File: src/rtl/pwm_pkg.sv
// Purpose: shared constants and carriers of the eight channel modulator
// Assumes: 32-bit apb data, one aligned word per register
// Notes:   byte addresses below are the low 8 bits of paddr
package pwm_pkg;

  // ---------------------------------------------------------------
  // sizes
  // ---------------------------------------------------------------
  localparam int NUM_CH   = 8;
  localparam int NUM_PAIR = 4;

  // ---------------------------------------------------------------
  // register byte offsets
  // ---------------------------------------------------------------
  localparam logic [7:0] OFS_ENABLE   = 8'h00;
  localparam logic [7:0] OFS_POLARITY = 8'h04;
  localparam logic [7:0] OFS_CLKSEL   = 8'h08;
  localparam logic [7:0] OFS_ALIGN    = 8'h0c;
  localparam logic [7:0] OFS_JOIN     = 8'h10;
  localparam logic [7:0] OFS_PRESCALE = 8'h14;
  localparam logic [7:0] OFS_SHUTDOWN = 8'h18;
  // upper three address bits select the per-channel register arrays
  localparam logic [2:0] SEL_PERIOD   = 3'h1;
  localparam logic [2:0] SEL_DUTY     = 3'h2;
  localparam logic [2:0] SEL_COUNT    = 3'h3;

  // ---------------------------------------------------------------
  // shutdown register fields
  // ---------------------------------------------------------------
  localparam int SDN_INEN_BIT  = 0;
  localparam int SDN_MODEN_BIT = 1;
  localparam int SDN_ACT_BIT   = 2;
  localparam int SDN_PIN_BIT   = 3;
  localparam int SDN_LVL_BIT   = 4;
  localparam int SDN_WSTOP_BIT = 5;
  localparam int SDN_IRQEN_BIT = 6;
  localparam int SDN_FLAG_BIT  = 7;

  // ---------------------------------------------------------------
  // reset values
  // ---------------------------------------------------------------
  localparam logic [7:0]  RST_BYTE  = 8'h00;
  localparam logic [15:0] RST_WORD  = 16'h0000;
  localparam logic [31:0] RST_RDATA = 32'h0000_0000;

  // ---------------------------------------------------------------
  // carriers
  // ---------------------------------------------------------------
  typedef struct packed {
    logic        psel;
    logic        penable;
    logic        pwrite;
    logic [7:0]  paddr;
    logic [31:0] pwdata;
  } apb_req_t;

  typedef struct packed {
    logic [15:0] cnt;
    logic        up;
    logic        tog;
    logic        load;
  } step_t;

endpackage

File: src/rtl/center_aligned_pwm_concat.sv
// Purpose: eight channel pwm, left or center aligned, pairs joinable
//          into 16-bit channels, emergency shutdown from channel 7 input
// Assumes: apb slave, one wait state on every access
// Notes:   counter tick is clk (select 0) or the prescaled tick (select 1)
//
// Operation
// RQ1: alignment select one puts a channel into center-aligned mode.
// RQ2: center mode counts up and down, direction forced up at zero.
// RQ3: center mode toggles output at duty match, going up and down.
// RQ4: center mode reverses to counting down at period match.
// RQ5: reaching zero downward turns up and loads buffered period, duty.
// RQ6: center mode counts zero to period and back, twice the period.
// RQ7: software picks alignment before enabling a channel.
// RQ8: four join bits each merge one channel pair into 16 bits.
// RQ9: even channel holds high bytes, odd channel holds low bytes.
// RQ10: joined pair uses odd channel clock select and output pin.
// RQ11: joined pair uses odd channel polarity, even polarity ignored.
// RQ12: only odd enable runs joined pair; even output stays disabled.
// RQ13: any byte write to a joined counter clears all 16 bits.
// RQ14: software reads a joined counter in one access; the code returns one byte per access, so it takes two.
// RQ15: joined pair uses odd channel alignment bit only.
// RQ16: software changes join bits only with both channels disabled.
// RQ17: duty zero gives inverse polarity, duty at least period gives it.
// RQ18: period zero holds counter at zero, output equals polarity.
// RQ19: after reset counters count up, channels disabled, not counting.
// RQ20: channel 7 changes or enable edge set flag; irq gated by enable.
// RQ21: in low power modes shutdown forces outputs but sets no flag.
// RQ22: period and duty double buffered, direct while disabled.
// RQ23: polarity one starts high, falls at duty; zero starts low.
// RQ24: counter write clears, counts up, loads buffers, sets output.
`timescale 1ns/1ns

module center_aligned_pwm_concat
  import pwm_pkg::*;
(
  input  wire logic             clk,
  input  wire logic             rst_n,
  input  wire apb_req_t         apb_req,
  output logic                  pready,
  output logic [31:0]           prdata,
  output logic                  pslverr,
  input  wire logic             channel_seven_pin,
  input  wire logic             stop_mode,
  input  wire logic             wait_mode,
  output logic [NUM_CH-1:0]     channel_output_pin,
  output logic                  shutdown_irq
);

  // ---------------------------------------------------------------
  // step of one counter by one tick
  // ---------------------------------------------------------------
  // works on 16 bits; 8-bit channels pass zero-extended values
  function automatic step_t step(input logic [15:0] c,
                                 input logic        up,
                                 input logic [15:0] p,
                                 input logic [15:0] d,
                                 input logic        ctr);
    step_t s;
    s.cnt  = c;
    s.up   = up;
    s.tog  = 1'b0;
    s.load = 1'b0;
    // RQ18 period zero holds
    if (p == RST_WORD) begin
      s.cnt  = RST_WORD;
      s.up   = 1'b1;
      s.load = 1'b1;
    end else if (!ctr) begin
      // left aligned: 0 .. period-1 then restart
      if (c >= p - 16'h0001) begin
        s.cnt  = RST_WORD;
        s.load = 1'b1;
      end else begin
        s.cnt = c + 16'h0001;
      end
      s.up = 1'b1;
    end else if (up) begin
      // RQ4 reverse at period
      if (c >= p) begin
        s.up  = 1'b0;
        s.cnt = c - 16'h0001;
      end else begin
        s.cnt = c + 16'h0001;
      end
    end else begin
      s.cnt = (c == RST_WORD) ? RST_WORD : c - 16'h0001;
      // RQ2 RQ5 up again at zero
      if (s.cnt == RST_WORD) begin
        s.up   = 1'b1;
        s.load = 1'b1;
      end
    end
    // RQ3 toggle on duty match
    s.tog = (s.cnt == d) && !s.load && (p != RST_WORD);
    return s;
  endfunction

  // pin level from phase with boundary overrides
  function automatic logic level(input logic        ph,
                                 input logic        pol,
                                 input logic [15:0] p,
                                 input logic [15:0] d);
    logic l;
    // RQ23 polarity sets start level
    l = pol ^ ph;
    // RQ17 RQ18 boundary levels
    if (p == RST_WORD)
      l = pol;
    else if (d == RST_WORD)
      l = ~pol;
    else if (d >= p)
      l = pol;
    return l;
  endfunction

  // ---------------------------------------------------------------
  // registers and bus decode
  // ---------------------------------------------------------------
  logic [7:0]  channel_enable_bit_q;
  logic [7:0]  channel_polarity_bit_q;
  logic [7:0]  channel_clock_select_q;
  logic [7:0]  alignment_select_bank_q;
  logic [3:0]  pair_join_bit_q;
  logic [7:0]  prescale_q;
  logic        shutdown_input_enable_q;
  logic        module_output_enable_q;
  logic        shutdown_active_level_q;
  logic        shutdown_level_q;
  logic        shutdown_irq_enable_q;
  logic        shutdown_irq_flag_q;
  logic        wait_mode_stop_bit_q;
  logic [7:0]  channel_period_value_q [NUM_CH];
  logic [7:0]  channel_duty_value_q   [NUM_CH];
  logic [7:0]  cnt_byte               [NUM_CH];
  logic        pready_q;
  logic [31:0] prdata_q;
  logic        pslverr_q;

  wire         acc      = apb_req.psel & apb_req.penable;
  wire         acc_new  = acc & ~pready_q;
  wire         do_wr    = acc & pready_q & apb_req.pwrite;
  wire [7:0]   addr     = apb_req.paddr;
  wire [7:0]   wbyte    = apb_req.pwdata[7:0];
  wire [2:0]   idx      = addr[4:2];
  wire         aligned  = (addr[1:0] == 2'b00);
  wire         in_per   = aligned && (addr[7:5] == SEL_PERIOD);
  wire         in_dty   = aligned && (addr[7:5] == SEL_DUTY);
  wire         in_cnt   = aligned && (addr[7:5] == SEL_COUNT);
  wire         hit_en   = (addr == OFS_ENABLE);
  wire         hit_pol  = (addr == OFS_POLARITY);
  wire         hit_sel  = (addr == OFS_CLKSEL);
  wire         hit_aln  = (addr == OFS_ALIGN);
  wire         hit_join = (addr == OFS_JOIN);
  wire         hit_pre  = (addr == OFS_PRESCALE);
  wire         hit_sdn  = (addr == OFS_SHUTDOWN);
  wire         mapped   = hit_en | hit_pol | hit_sel | hit_aln | hit_join
                        | hit_pre | hit_sdn | in_per | in_dty | in_cnt;
  wire [7:0]   wr_cnt   = (do_wr && in_cnt) ? (8'h01 << idx) : 8'h00;

  // shutdown status byte, pin state read only, flag cleared by writing one
  logic [7:0]  sdn_byte;
  logic        pin_s2_q;

  // read selection, if chain over the map
  logic [7:0]  rd_byte;
  always_comb begin
    sdn_byte                = RST_BYTE;
    sdn_byte[SDN_INEN_BIT]  = shutdown_input_enable_q;
    sdn_byte[SDN_MODEN_BIT] = module_output_enable_q;
    sdn_byte[SDN_ACT_BIT]   = shutdown_active_level_q;
    sdn_byte[SDN_PIN_BIT]   = pin_s2_q;
    sdn_byte[SDN_LVL_BIT]   = shutdown_level_q;
    sdn_byte[SDN_WSTOP_BIT] = wait_mode_stop_bit_q;
    sdn_byte[SDN_IRQEN_BIT] = shutdown_irq_enable_q;
    sdn_byte[SDN_FLAG_BIT]  = shutdown_irq_flag_q;
    if (hit_en)
      rd_byte = channel_enable_bit_q;
    else if (hit_pol)
      rd_byte = channel_polarity_bit_q;
    else if (hit_sel)
      rd_byte = channel_clock_select_q;
    else if (hit_aln)
      rd_byte = alignment_select_bank_q;
    else if (hit_join)
      rd_byte = {4'h0, pair_join_bit_q};
    else if (hit_pre)
      rd_byte = prescale_q;
    else if (hit_sdn)
      rd_byte = sdn_byte;
    else if (in_per)
      rd_byte = channel_period_value_q[idx];
    else if (in_dty)
      rd_byte = channel_duty_value_q[idx];
    else if (in_cnt)
      rd_byte = cnt_byte[idx];
    else
      rd_byte = RST_BYTE;
  end

  // one wait state keeps every bus output registered
  always_ff @(posedge clk) begin
    if (!rst_n) begin
      pready_q  <= 1'b0;
      prdata_q  <= RST_RDATA;
      pslverr_q <= 1'b0;
    end else begin
      pready_q  <= acc_new;
      pslverr_q <= acc_new & ~mapped;
      if (acc_new)
        prdata_q <= {24'h000000, rd_byte};
    end
  end

  // control registers; RQ19 all channels off after reset
  always_ff @(posedge clk) begin
    if (!rst_n) begin
      channel_enable_bit_q    <= RST_BYTE;
      channel_polarity_bit_q  <= RST_BYTE;
      channel_clock_select_q  <= RST_BYTE;
      alignment_select_bank_q <= RST_BYTE;
      pair_join_bit_q         <= 4'h0;
      prescale_q              <= RST_BYTE;
      shutdown_input_enable_q <= 1'b0;
      module_output_enable_q  <= 1'b0;
      shutdown_active_level_q <= 1'b0;
      shutdown_level_q        <= 1'b0;
      shutdown_irq_enable_q   <= 1'b0;
    end else if (do_wr) begin
      if (hit_en)
        channel_enable_bit_q <= wbyte;
      if (hit_pol)
        channel_polarity_bit_q <= wbyte;
      if (hit_sel)
        channel_clock_select_q <= wbyte;
      if (hit_aln)
        alignment_select_bank_q <= wbyte;
      // RQ8 four join bits
      if (hit_join)
        pair_join_bit_q <= wbyte[3:0];
      if (hit_pre)
        prescale_q <= wbyte;
      if (hit_sdn) begin
        shutdown_input_enable_q <= wbyte[SDN_INEN_BIT];
        module_output_enable_q  <= wbyte[SDN_MODEN_BIT];
        shutdown_active_level_q <= wbyte[SDN_ACT_BIT];
        shutdown_level_q        <= wbyte[SDN_LVL_BIT];
        shutdown_irq_enable_q   <= wbyte[SDN_IRQEN_BIT];
      end
    end
  end

  // RQ22 buffers always take the write
  always_ff @(posedge clk) begin
    if (!rst_n) begin
      for (int i = 0; i < NUM_CH; i++) begin
        channel_period_value_q[i] <= RST_BYTE;
        channel_duty_value_q[i]   <= RST_BYTE;
      end
    end else if (do_wr) begin
      if (in_per)
        channel_period_value_q[idx] <= wbyte;
      if (in_dty)
        channel_duty_value_q[idx] <= wbyte;
    end
  end

  // ---------------------------------------------------------------
  // tick sources
  // ---------------------------------------------------------------
  logic [7:0]  presc_cnt_q;
  logic        tick_b_q;

  // prescaled tick every prescale+1 clocks
  always_ff @(posedge clk) begin
    if (!rst_n) begin
      presc_cnt_q <= RST_BYTE;
      tick_b_q    <= 1'b0;
    end else begin
      tick_b_q    <= (presc_cnt_q >= prescale_q);
      presc_cnt_q <= (presc_cnt_q >= prescale_q) ? RST_BYTE
                                                 : presc_cnt_q + 8'h01;
    end
  end

  wire [7:0] tick = channel_enable_bit_q
                  & (channel_clock_select_q & {8{tick_b_q}}
                     | ~channel_clock_select_q);

  // ---------------------------------------------------------------
  // channel pairs: h=0 is the odd (low byte) channel
  // ---------------------------------------------------------------
  logic [7:0] pin_d;

  for (genvar g = 0; g < NUM_PAIR; g++) begin : pair
    localparam int LO = 2 * g + 1;
    localparam int HI = 2 * g;
    logic [15:0] cnt_q, cnt_d, per_q, per_d, dty_q, dty_d;
    logic [1:0]  up_q, up_d, ph_q, ph_d;
    step_t       s16;
    step_t       s8 [2];
    wire         wide  = pair_join_bit_q[g];
    wire [15:0]  bper  = {channel_period_value_q[HI],
                          channel_period_value_q[LO]};
    wire [15:0]  bdty  = {channel_duty_value_q[HI],
                          channel_duty_value_q[LO]};

    // RQ9 RQ10 RQ15 even bytes high, odd channel controls
    assign s16 = step(cnt_q, up_q[0], per_q, dty_q,
                      alignment_select_bank_q[LO]);
    // RQ1 per-channel alignment in 8-bit mode
    for (genvar h = 0; h < 2; h++) begin : half
      assign s8[h] = step({8'h00, cnt_q[8*h +: 8]}, up_q[h],
                          {8'h00, per_q[8*h +: 8]},
                          {8'h00, dty_q[8*h +: 8]},
                          alignment_select_bank_q[LO-h]);
    end

    assign cnt_byte[HI] = cnt_q[15:8];
    assign cnt_byte[LO] = cnt_q[7:0];

    // next state of both counters
    always_comb begin
      cnt_d = cnt_q;
      per_d = per_q;
      dty_d = dty_q;
      up_d  = up_q;
      ph_d  = ph_q;
      if (wide) begin
        // RQ13 RQ24 any byte write clears all 16 bits
        if (wr_cnt[HI] | wr_cnt[LO]) begin
          cnt_d = RST_WORD;
          up_d  = 2'b11;
          ph_d  = 2'b00;
          per_d = bper;
          dty_d = bdty;
        // RQ12 odd enable alone runs the pair
        end else if (!channel_enable_bit_q[LO]) begin
          per_d = bper;
          dty_d = bdty;
        end else if (tick[LO]) begin
          cnt_d    = s16.cnt;
          up_d[0]  = s16.up;
          ph_d[0]  = s16.load ? 1'b0 : ph_q[0] ^ s16.tog;
          if (s16.load) begin
            per_d = bper;
            dty_d = bdty;
          end
        end
      end else begin
        for (int h = 0; h < 2; h++) begin
          // RQ24 counter write restarts the channel
          if (wr_cnt[LO-h]) begin
            cnt_d[8*h +: 8] = RST_BYTE;
            up_d[h]         = 1'b1;
            ph_d[h]         = 1'b0;
            per_d[8*h +: 8] = bper[8*h +: 8];
            dty_d[8*h +: 8] = bdty[8*h +: 8];
          // RQ22 write-through while disabled
          end else if (!channel_enable_bit_q[LO-h]) begin
            per_d[8*h +: 8] = bper[8*h +: 8];
            dty_d[8*h +: 8] = bdty[8*h +: 8];
          // RQ6 RQ22 new values only at period end
          end else if (tick[LO-h]) begin
            cnt_d[8*h +: 8] = s8[h].cnt[7:0];
            up_d[h]         = s8[h].up;
            ph_d[h]         = s8[h].load ? 1'b0 : ph_q[h] ^ s8[h].tog;
            if (s8[h].load) begin
              per_d[8*h +: 8] = bper[8*h +: 8];
              dty_d[8*h +: 8] = bdty[8*h +: 8];
            end
          end
        end
      end
    end

    // RQ19 count up and hold after reset
    always_ff @(posedge clk) begin
      if (!rst_n) begin
        cnt_q <= RST_WORD;
        per_q <= RST_WORD;
        dty_q <= RST_WORD;
        up_q  <= 2'b11;
        ph_q  <= 2'b00;
      end else begin
        cnt_q <= cnt_d;
        per_q <= per_d;
        dty_q <= dty_d;
        up_q  <= up_d;
        ph_q  <= ph_d;
      end
    end

    // RQ11 RQ12 odd polarity, even output off when joined
    assign pin_d[LO] = !channel_enable_bit_q[LO] ? 1'b0 :
                       wide ? level(ph_q[0], channel_polarity_bit_q[LO],
                                    per_q, dty_q)
                            : level(ph_q[0], channel_polarity_bit_q[LO],
                                    {8'h00, per_q[7:0]},
                                    {8'h00, dty_q[7:0]});
    assign pin_d[HI] = (wide || !channel_enable_bit_q[HI]) ? 1'b0 :
                       level(ph_q[1], channel_polarity_bit_q[HI],
                             {8'h00, per_q[15:8]}, {8'h00, dty_q[15:8]});
  end

  // ---------------------------------------------------------------
  // emergency shutdown
  // ---------------------------------------------------------------
  logic pin_s1_q;
  logic pin_s3_q;
  logic moden_prev_q;
  logic [7:0] pin_q;
  logic irq_q;

  // pin is asynchronous, so two flops before anything looks at it
  wire sdn_active = shutdown_input_enable_q
                  & (pin_s2_q == shutdown_active_level_q);
  wire low_power  = stop_mode | (wait_mode & wait_mode_stop_bit_q);
  // RQ20 pin change or enable edge with pin active
  wire flag_set   = ~low_power
                  & ((shutdown_input_enable_q & (pin_s2_q ^ pin_s3_q))
                     | (module_output_enable_q & ~moden_prev_q
                        & (pin_s2_q == shutdown_active_level_q)));
  wire flag_clr   = do_wr & hit_sdn & wbyte[SDN_FLAG_BIT];

  // wait-stop bit of the shutdown register, reads back too
  always_ff @(posedge clk) begin
    if (!rst_n)
      wait_mode_stop_bit_q <= 1'b0;
    else if (do_wr && hit_sdn)
      wait_mode_stop_bit_q <= wbyte[SDN_WSTOP_BIT];
  end

  // synchroniser, edge history and sticky flag; set wins over clear
  always_ff @(posedge clk) begin
    if (!rst_n) begin
      pin_s1_q            <= 1'b0;
      pin_s2_q            <= 1'b0;
      pin_s3_q            <= 1'b0;
      moden_prev_q        <= 1'b0;
      shutdown_irq_flag_q <= 1'b0;
      irq_q               <= 1'b0;
    end else begin
      pin_s1_q            <= channel_seven_pin;
      pin_s2_q            <= pin_s1_q;
      pin_s3_q            <= pin_s2_q;
      moden_prev_q        <= module_output_enable_q;
      // RQ21 no flag in low power
      shutdown_irq_flag_q <= flag_set | (shutdown_irq_flag_q & ~flag_clr);
      irq_q               <= shutdown_irq_flag_q & shutdown_irq_enable_q;
    end
  end

  // RQ21 shutdown forces levels in every mode
  always_ff @(posedge clk) begin
    if (!rst_n)
      pin_q <= RST_BYTE;
    else
      pin_q <= sdn_active ? {8{shutdown_level_q}} : pin_d;
  end

  assign channel_output_pin = pin_q;
  assign shutdown_irq       = irq_q;
  assign pready             = pready_q;
  assign prdata             = prdata_q;
  assign pslverr            = pslverr_q;

endmodule

File: config.mk
export PLATFORM = sky130hd
export DESIGN_NAME = center_aligned_pwm_concat
export DESIGN_NICKNAME = d
export VERILOG_FILES = /design/src/rtl/pwm_pkg.sv /design/src/rtl/center_aligned_pwm_concat.sv
export SDC_FILE = /design/constraint.sdc
export NUM_CORES = 2
export LEC_CHECK = 0
export BUFFER_PORTS_ARGS = -buffer_cell sky130_fd_sc_hd__buf_2
export CAP_MARGIN = 0
export CORE_MARGIN = 2
export CORE_UTILIZATION = 65
export DETAILED_ROUTE_END_ITERATION = 7
export GPL_TIMING_DRIVEN = 0
export PLACE_DENSITY = 0.82
export SYNTH_ARGS = -nofsm -noshare
export SYNTH_HDL_FRONTEND = slang
export SYNTH_SLANG_ARGS = --single-unit
File: constraint.sdc
create_clock -name clk -period 8.1 [get_ports clk]
set_clock_uncertainty 0.1 [all_clocks]
set_input_delay 1.62 -clock clk [delete_from_list [all_inputs] [get_ports clk]]
set_output_delay 1.62 -clock clk [all_outputs]
set_load 0.03 [all_outputs]
# Yosys cells after proc, flatten, opt, wreduce, memory -nomap -nowiden
# Memory sizes are Yosys's and may differ from the RTL's.
# Cells that the tools add are included.
[classes] n_mux=466 bitwise_logic=71 n_lt_le_gt_ge=38 n_shift=1 eq_ne=58 reduce_logical=157 n_addsub=37
[ops] operator="$mux W16" count=84
[ops] operator="$mux W8" count=104
[ops] operator="$mux W17" count=36
[ops] operator="$logic_not A16 Y1" count=24
[ops] operator="$mux W1" count=223
[ops] operator="$logic_not A8 Y1" count=25
[ops] operator="$ge A16 B16 Y1" count=12
[ops] operator="$sub A8 B1 Y9 const B" count=16
[ops] operator="$ge A8 B8 Y1" count=17
[ops] operator="$eq A16 B8 Y1" count=8
[ops] operator="$ge A8 B16 Y1" count=8
[ops] operator="$sub A16 B1 Y16 const B" count=8
[ops] operator="$add A8 B1 Y9 const B" count=8
[ops] operator="$mux W9" count=8
[ops] operator="$add A16 B1 Y16 const B" count=4
[ops] operator="$eq A16 B16 Y1" count=4
[ops] operator="$ne A4 B1 Y1 const B" count=16
[ops] operator="$reduce_and A4 Y1" count=16
[ops] operator="$reduce_bool A16 Y1" count=4
[ops] operator="$reduce_bool A8 Y1" count=8
[ops] operator="$reduce_bool A3 Y1" count=16
[ops] operator="$ne A4 B2 Y1 const B" count=8
[ops] operator="$logic_and A1 B1 Y1" count=29
[ops] operator="$bmux W8 S3" count=1
[ops] operator="29 further kinds" count=141
[totals] mem_count=2 inputBits=48 ram_bits=128 elab_cells=894 ff_bits=291
[mem_list] memory="channel_duty_value_q" depth=8 width=8 read_ports=9 rd_ports_with_merged_regs=0 write_ports=8 line="center_aligned_pwm_concat.sv:133" source="logic [7:0] channel_duty_value_q [NUM_CH];"
[mem_list] memory="channel_period_value_q" depth=8 width=8 read_ports=9 rd_ports_with_merged_regs=0 write_ports=8 line="center_aligned_pwm_concat.sv:132" source="logic [7:0] channel_period_value_q [NUM_CH];"

# Longest topological paths before layout
[depth] depth_word=16 depth_mapped=21

# Least setup slack after synthesis
# Ideal clock, no wire load.
[synth_timing] path_kind="register -> register" from="reg pair[1].per_q[0]" to="reg pair[1].dty_q[4]" period_less_slack_ns=4.614 path_slack_ns=3.486 stages_incl_launch_ff=21 arrival_time_ns=4.386 path_cell_list="dfxtp_1 inv_1 ha_1 nand3_1 nor4_1 clkbuf_1 nand3_1 xnor2_1 ha_1 nand2_1 nor2_1 or4bb_1 o31a_1 a22oi_1 nor2_1 o31ai_1 inv_1 o21ai_2 buf_4 mux2i_1 nor2_1"
[synth_via] elab_chain_cells=7
[synth_rtl] item="from (decl)" line="center_aligned_pwm_concat.sv:297" source="logic [15:0] cnt_q, cnt_d, per_q, per_d, dty_q, dty_d;"
[synth_rtl] item="from (signal assigned)" line="center_aligned_pwm_concat.sv:386" source="per_q <= per_d;"
[synth_rtl] item="$sub A16 B1 Y16 / $sub A8 B1 Y9 (equally long branches)" line="center_aligned_pwm_concat.sv:70" source="if (c >= p - 16'h0001) begin"
[synth_rtl] item="$ge A16 B16 Y1 / $ge A8 B16 Y1 (equally long branches)" line="center_aligned_pwm_concat.sv:70"
[synth_rtl] item="$mux W1" line="center_aligned_pwm_concat.sv:70"
[synth_rtl] item="$mux W1" line="center_aligned_pwm_concat.sv:68" source="end else if (!ctr) begin"
[synth_rtl] item="$mux W1" line="center_aligned_pwm_concat.sv:64" source="if (p == RST_WORD) begin"
[synth_rtl] item="$ne A4 B2 Y1 (no line) / $ne A4 B1 Y1 (equally long branches)"
[synth_rtl] item="$reduce_and A4 Y1 (no line) (*)"
[synth_rtl] item="to (signal assigned)" line="center_aligned_pwm_concat.sv:387" source="dty_q <= dty_d;"
[synth_rtl] item="to (decl)" line="center_aligned_pwm_concat.sv:297"
# Every way passes the cells marked *; elsewhere a longest branch is shown, timed or not.
# A chain may end at the register's enable or synchronous reset.

# Final worst setup path
[layout_timing] from="reg pair[1].per_q[0]" to="reg pair[1].per_q[8]"
[layout_via] elab_chain_cells=7
[layout_rtl] item="$sub A16 B1 Y16" line="center_aligned_pwm_concat.sv:70"
[layout_rtl] item="$ge A16 B16 Y1" line="center_aligned_pwm_concat.sv:70"
[layout_rtl] item="$mux W1" line="center_aligned_pwm_concat.sv:70"
[layout_rtl] item="$mux W1" line="center_aligned_pwm_concat.sv:68"
[layout_rtl] item="$mux W1 (*)" line="center_aligned_pwm_concat.sv:64"
[layout_rtl] item="$ne A4 B2 Y1 (no line) (*)"
[layout_rtl] item="$reduce_and A4 Y1 (no line) (*)"
# Marked as above.

==> impl_results.md <==
* Status: complete, but fails checks
* Failing checks: DRC, capacitance limit, slew limit
* Crit end category: flip-flop
* Sw Ratio at 29.0%
* Die height at 239 microns
* CTS Buf Count at 44
* CP max stage delay at 970 ps
* Worst Tran Pin Value at 1560 ps
* Final global-route overflow total at 0
* Core Footprint at 55000 sq um
* Arr. time, crit path at 6930 ps
* Layout cells sized above 1 at 6.48%
* Post-CTS setup buffer count at 0
* Final std cells w/o fill at 5307
* Final period util at 81.2%
* Clock root cell: clkbuf_16
* CP dominant cell by count: nor2_1
* Pwr Density at 133 nW/um^2
* Hold path cells at 1
* Number of synthesized register bits at 419
* Largest net degree at the start of global routing at 17
* WHS Endpoint: pin_s2_q$_SDFF_PN0_
* Fmax at 152 MHz
* Initial core utilization at 65.5%
* P_int at 3.65 mW
* Switching Power at 1.49 mW
* Reg2Reg Depth at 21
* Sink Count at 419
* Required @ worst endpoint at 8450 ps
* Synthesized area per cell at 8.18 sq um
* Hold_buf cts at 0
* Fin nets at 4831
* Drt wl/cell at 28.2 microns
* EDFF count, synth at 128
* CP max stage cell: nor4_1
* RR Endpoint: pair[1].per_q[8]$_SDFFE_PN0P_
* Worst hold start: pin_s1_q$_SDFF_PN0_
* Layout area overhead at 7.69%
* Ys flop type: dfxtp_1
* Max-Cap Viols at 2
* Row count at 86
* Detail Route Antenna Nets at 0
* HPWL after DPL at 113000 microns
* DRC viols at 12
* Reg clk slew, reported paths at 60 ps
* Reg power frac at 44.2%
* Min-Delay Path Class: reg2reg
* Initial DRC Count at 6607
* First-pass GRT wire length at 218000 microns
* DR vias at 38877
* Element type at the critical path start: flip-flop
* Routed WL at 150000 microns
* Yosys warns at 0
* TritonCTS clock tree: built
* Post-Syn Area at 36000 sq um
* Combinational power share at 13.2%
* GPL Wtd Cong at 1.15
* Via/cell ratio at 7.33
* Most common cell after layout, fill and taps aside: nor2_1
* Post-Place Cells at 5216
* Pleak at 15.7 nW
* Min Tclk post-route at 6580 ps
* Max Slew Vio Count at 23
* # H-tree levels at 2
* Total track usage at 50.5%
* RSZ-0062 raised after global routing: no
* Vias in the first global route at 34843
* Worst skew pair latency at 610 ps
* Sequential share of the synthesized area at 26.8%
* Rel. slew slack at -3.69%
* Most frequent cells in the layout: 533 x nor2_1, 312 x nand2_1, 291 x dfxtp_1, 269 x ha_1, 245 x mux2i_1
* Die W at 239 microns
* Total Neg Setup Slack at 0 ps
* Initial antenna violation count at 12
* Post-CTS sizing at 0
* Fin. Hold Viols at 0
* Clock power share at 42.5%
* Worst-path fanout max at 10
* R2R Setup Slk at 1520 ps
* Maximum vdd drop at 0.166 mV
* Clk buf depth at 3
* Top Ports at 91
* Port buffer count at 40
* Setup-failing EPs final at 0
* Mapped Cells at 4404
* Die ar. at 57300 sq um
* Router iterations before antenna repair at 8
* Reg-to-reg startpoint: pair[1].per_q[0]$_SDFFE_PN0P_
* Worst-path cell chain: inv_1, ha_1, nand3_1, nor4_1, clkbuf_1, nand2_1, xnor2_1, ha_1, nand2_1, nor2_1, or4bb_1, o31a_1, a22oi_1, nor2_1, o31ai_1, o21ai_0, a32o_1, buf_2, buf_2, mux2i_1, nor2_1
* Cell variety after synth at 109
* Synth async-reset ratio at 0%
* Critical path type: reg2reg
==> metrics by stage <==
step | cell area [sq um] | setup WS, ps | hold slack [ps] | total power, mW | utilization, %
2_1_floorplan | 36100 | 3490 | 312 | 2.72 | -
3_3_place_gp | 37300 | 1670 | 315 | 2.93 | 67.8
3_5_place_dp | 37300 | 1750 | 326 | 2.95 | 67.8
4_1_cts | 38800 | 1810 | 341 | 5.06 | 70.5
5_1_grt | 38800 | 1290 | 354 | 5.21 | 70.6
6_report | 38800 | 1520 | 336 | 5.14 | 70.6
==> layer usage <==
metal | vias to the layer above | global-route usage [%] | part of all wire, %
met5 | - | 0 | 0.081
met4 | 10 | 29.7 | 7.3
met3 | 804 | 16.8 | 16
met2 | 3706 | 71.2 | 39
met1 | 17896 | 67.2 | 37
li1 | 16461 | - | -
==> Yosys cell counts, drive strengths merged (75+ instances only) <==
master	n	share of area [%]
nor3	127	1.8
o21ai	237	3.3
dfxtp	291	16
buf	75	1.3
a211oi	77	1.6
a21oi	242	3.4
edfxtp	128	11
ha	269	9.3
xnor2	158	3.8
nand2	312	3.2
nor2	534	5.6
and2	152	2.6
inv	153	1.6
clkbuf	215	2.3
nand3	148	2.1
mux2i	245	6.8
==> cell type report <==
class                           instances  area [sq um]
Clock buffer                           54          1220
Fill cell                            4396         16200
Multi-Input combinational cell       3558         24600
Buffer                                290          1280
Clock inverter                         28           282
Sequential cell                       419          9670
Inverter                              160           601
Tap cell                              748           936
Antenna cell                            9          22.5
Timing Repair Buffer                   41           211
==> logic make-up (layout without fill, tap and decap cells) <==
family                   Yosys count  count (layout)  synth area share, %
multiplexers                     317             317                 10.7
adder cells (fa/ha/maj)          269             269                 9.34
AO/OA/AOI/OAI                   1053            1053                 19.5
AND/OR/NAND/NOR                 1682            1682                 23.2
other                              1              33               0.0104
buffers and inverters            450             573                 5.23
XOR/XNOR                         213             213                 5.18
flip-flops                       419             419                 26.8
==> state kept, by name (all words and copies together) (netlist names), 4 cells and up <==
| name | cells |
|---|---|
| alignment_select_bank_q | 8 |
| channel_clock_select_q | 8 |
| channel_duty_value_q | 64 |
| channel_enable_bit_q | 8 |
| channel_output_pin | 8 |
| channel_period_value_q | 64 |
| channel_polarity_bit_q | 8 |
| pair.cnt_q | 64 |
| pair.dty_q | 64 |
| pair.per_q | 64 |
| pair.ph_q | 8 |
| pair.up_q | 8 |
| pair_join_bit_q | 4 |
| prdata | 8 |
| presc_cnt_q | 8 |
| prescale_q | 8 |
==> power groups by stage <==
stage / logic [mW] / clock network, mW / registers (mW)
global placement: 0.624 / 0 / 2.31
floorplan: 0.438 / 0 / 2.28
finish: 0.681 / 2.19 / 2.27
detailed placement: 0.638 / 0 / 2.31
CTS: 0.644 / 2.15 / 2.27
global route: 0.713 / 2.22 / 2.27
==> critical path: cells and delay by family (launching register included) <==
kind                     cells  cell delay [ps]
XOR/XNOR                     1              170
AO/OA/AOI/OAI                5             1360
AND/OR/NAND/NOR              8             2460
buffers and inverters        4             1140
adder cells (fa/ha/maj)      2              500
multiplexers                 1              310
flip-flops                   1              370
==> how the worst max path moves through the flow <==
| stage | start | to | slack, ps | cells past startpoint |
|---|---|---|---|---|
| 3_5_place_dp | apb_req[35] | channel_duty_value_q[2][3]$_SDFFCE_PN0P_ | 1750 | 7 |
| 3_3_place_gp | apb_req[35] | alignment_select_bank_q[0]$_SDFFE_PN0P_ | 1670 | 8 |
| 2_1_floorplan | pair[1].per_q[0]$_SDFFE_PN0P_ | pair[1].dty_q[4]$_SDFFE_PN0P_ | 3490 | 20 |
| 4_1_cts | pair[1].per_q[0]$_SDFFE_PN0P_ | pair[1].per_q[8]$_SDFFE_PN0P_ | 1810 | 21 |
| 5_1_grt | pair[1].per_q[0]$_SDFFE_PN0P_ | pair[1].per_q[8]$_SDFFE_PN0P_ | 1290 | 21 |
| 6_report | pair[1].per_q[0]$_SDFFE_PN0P_ | pair[1].per_q[8]$_SDFFE_PN0P_ | 1520 | 21 |
Note: power is estimated with default switching activity, not from simulation.
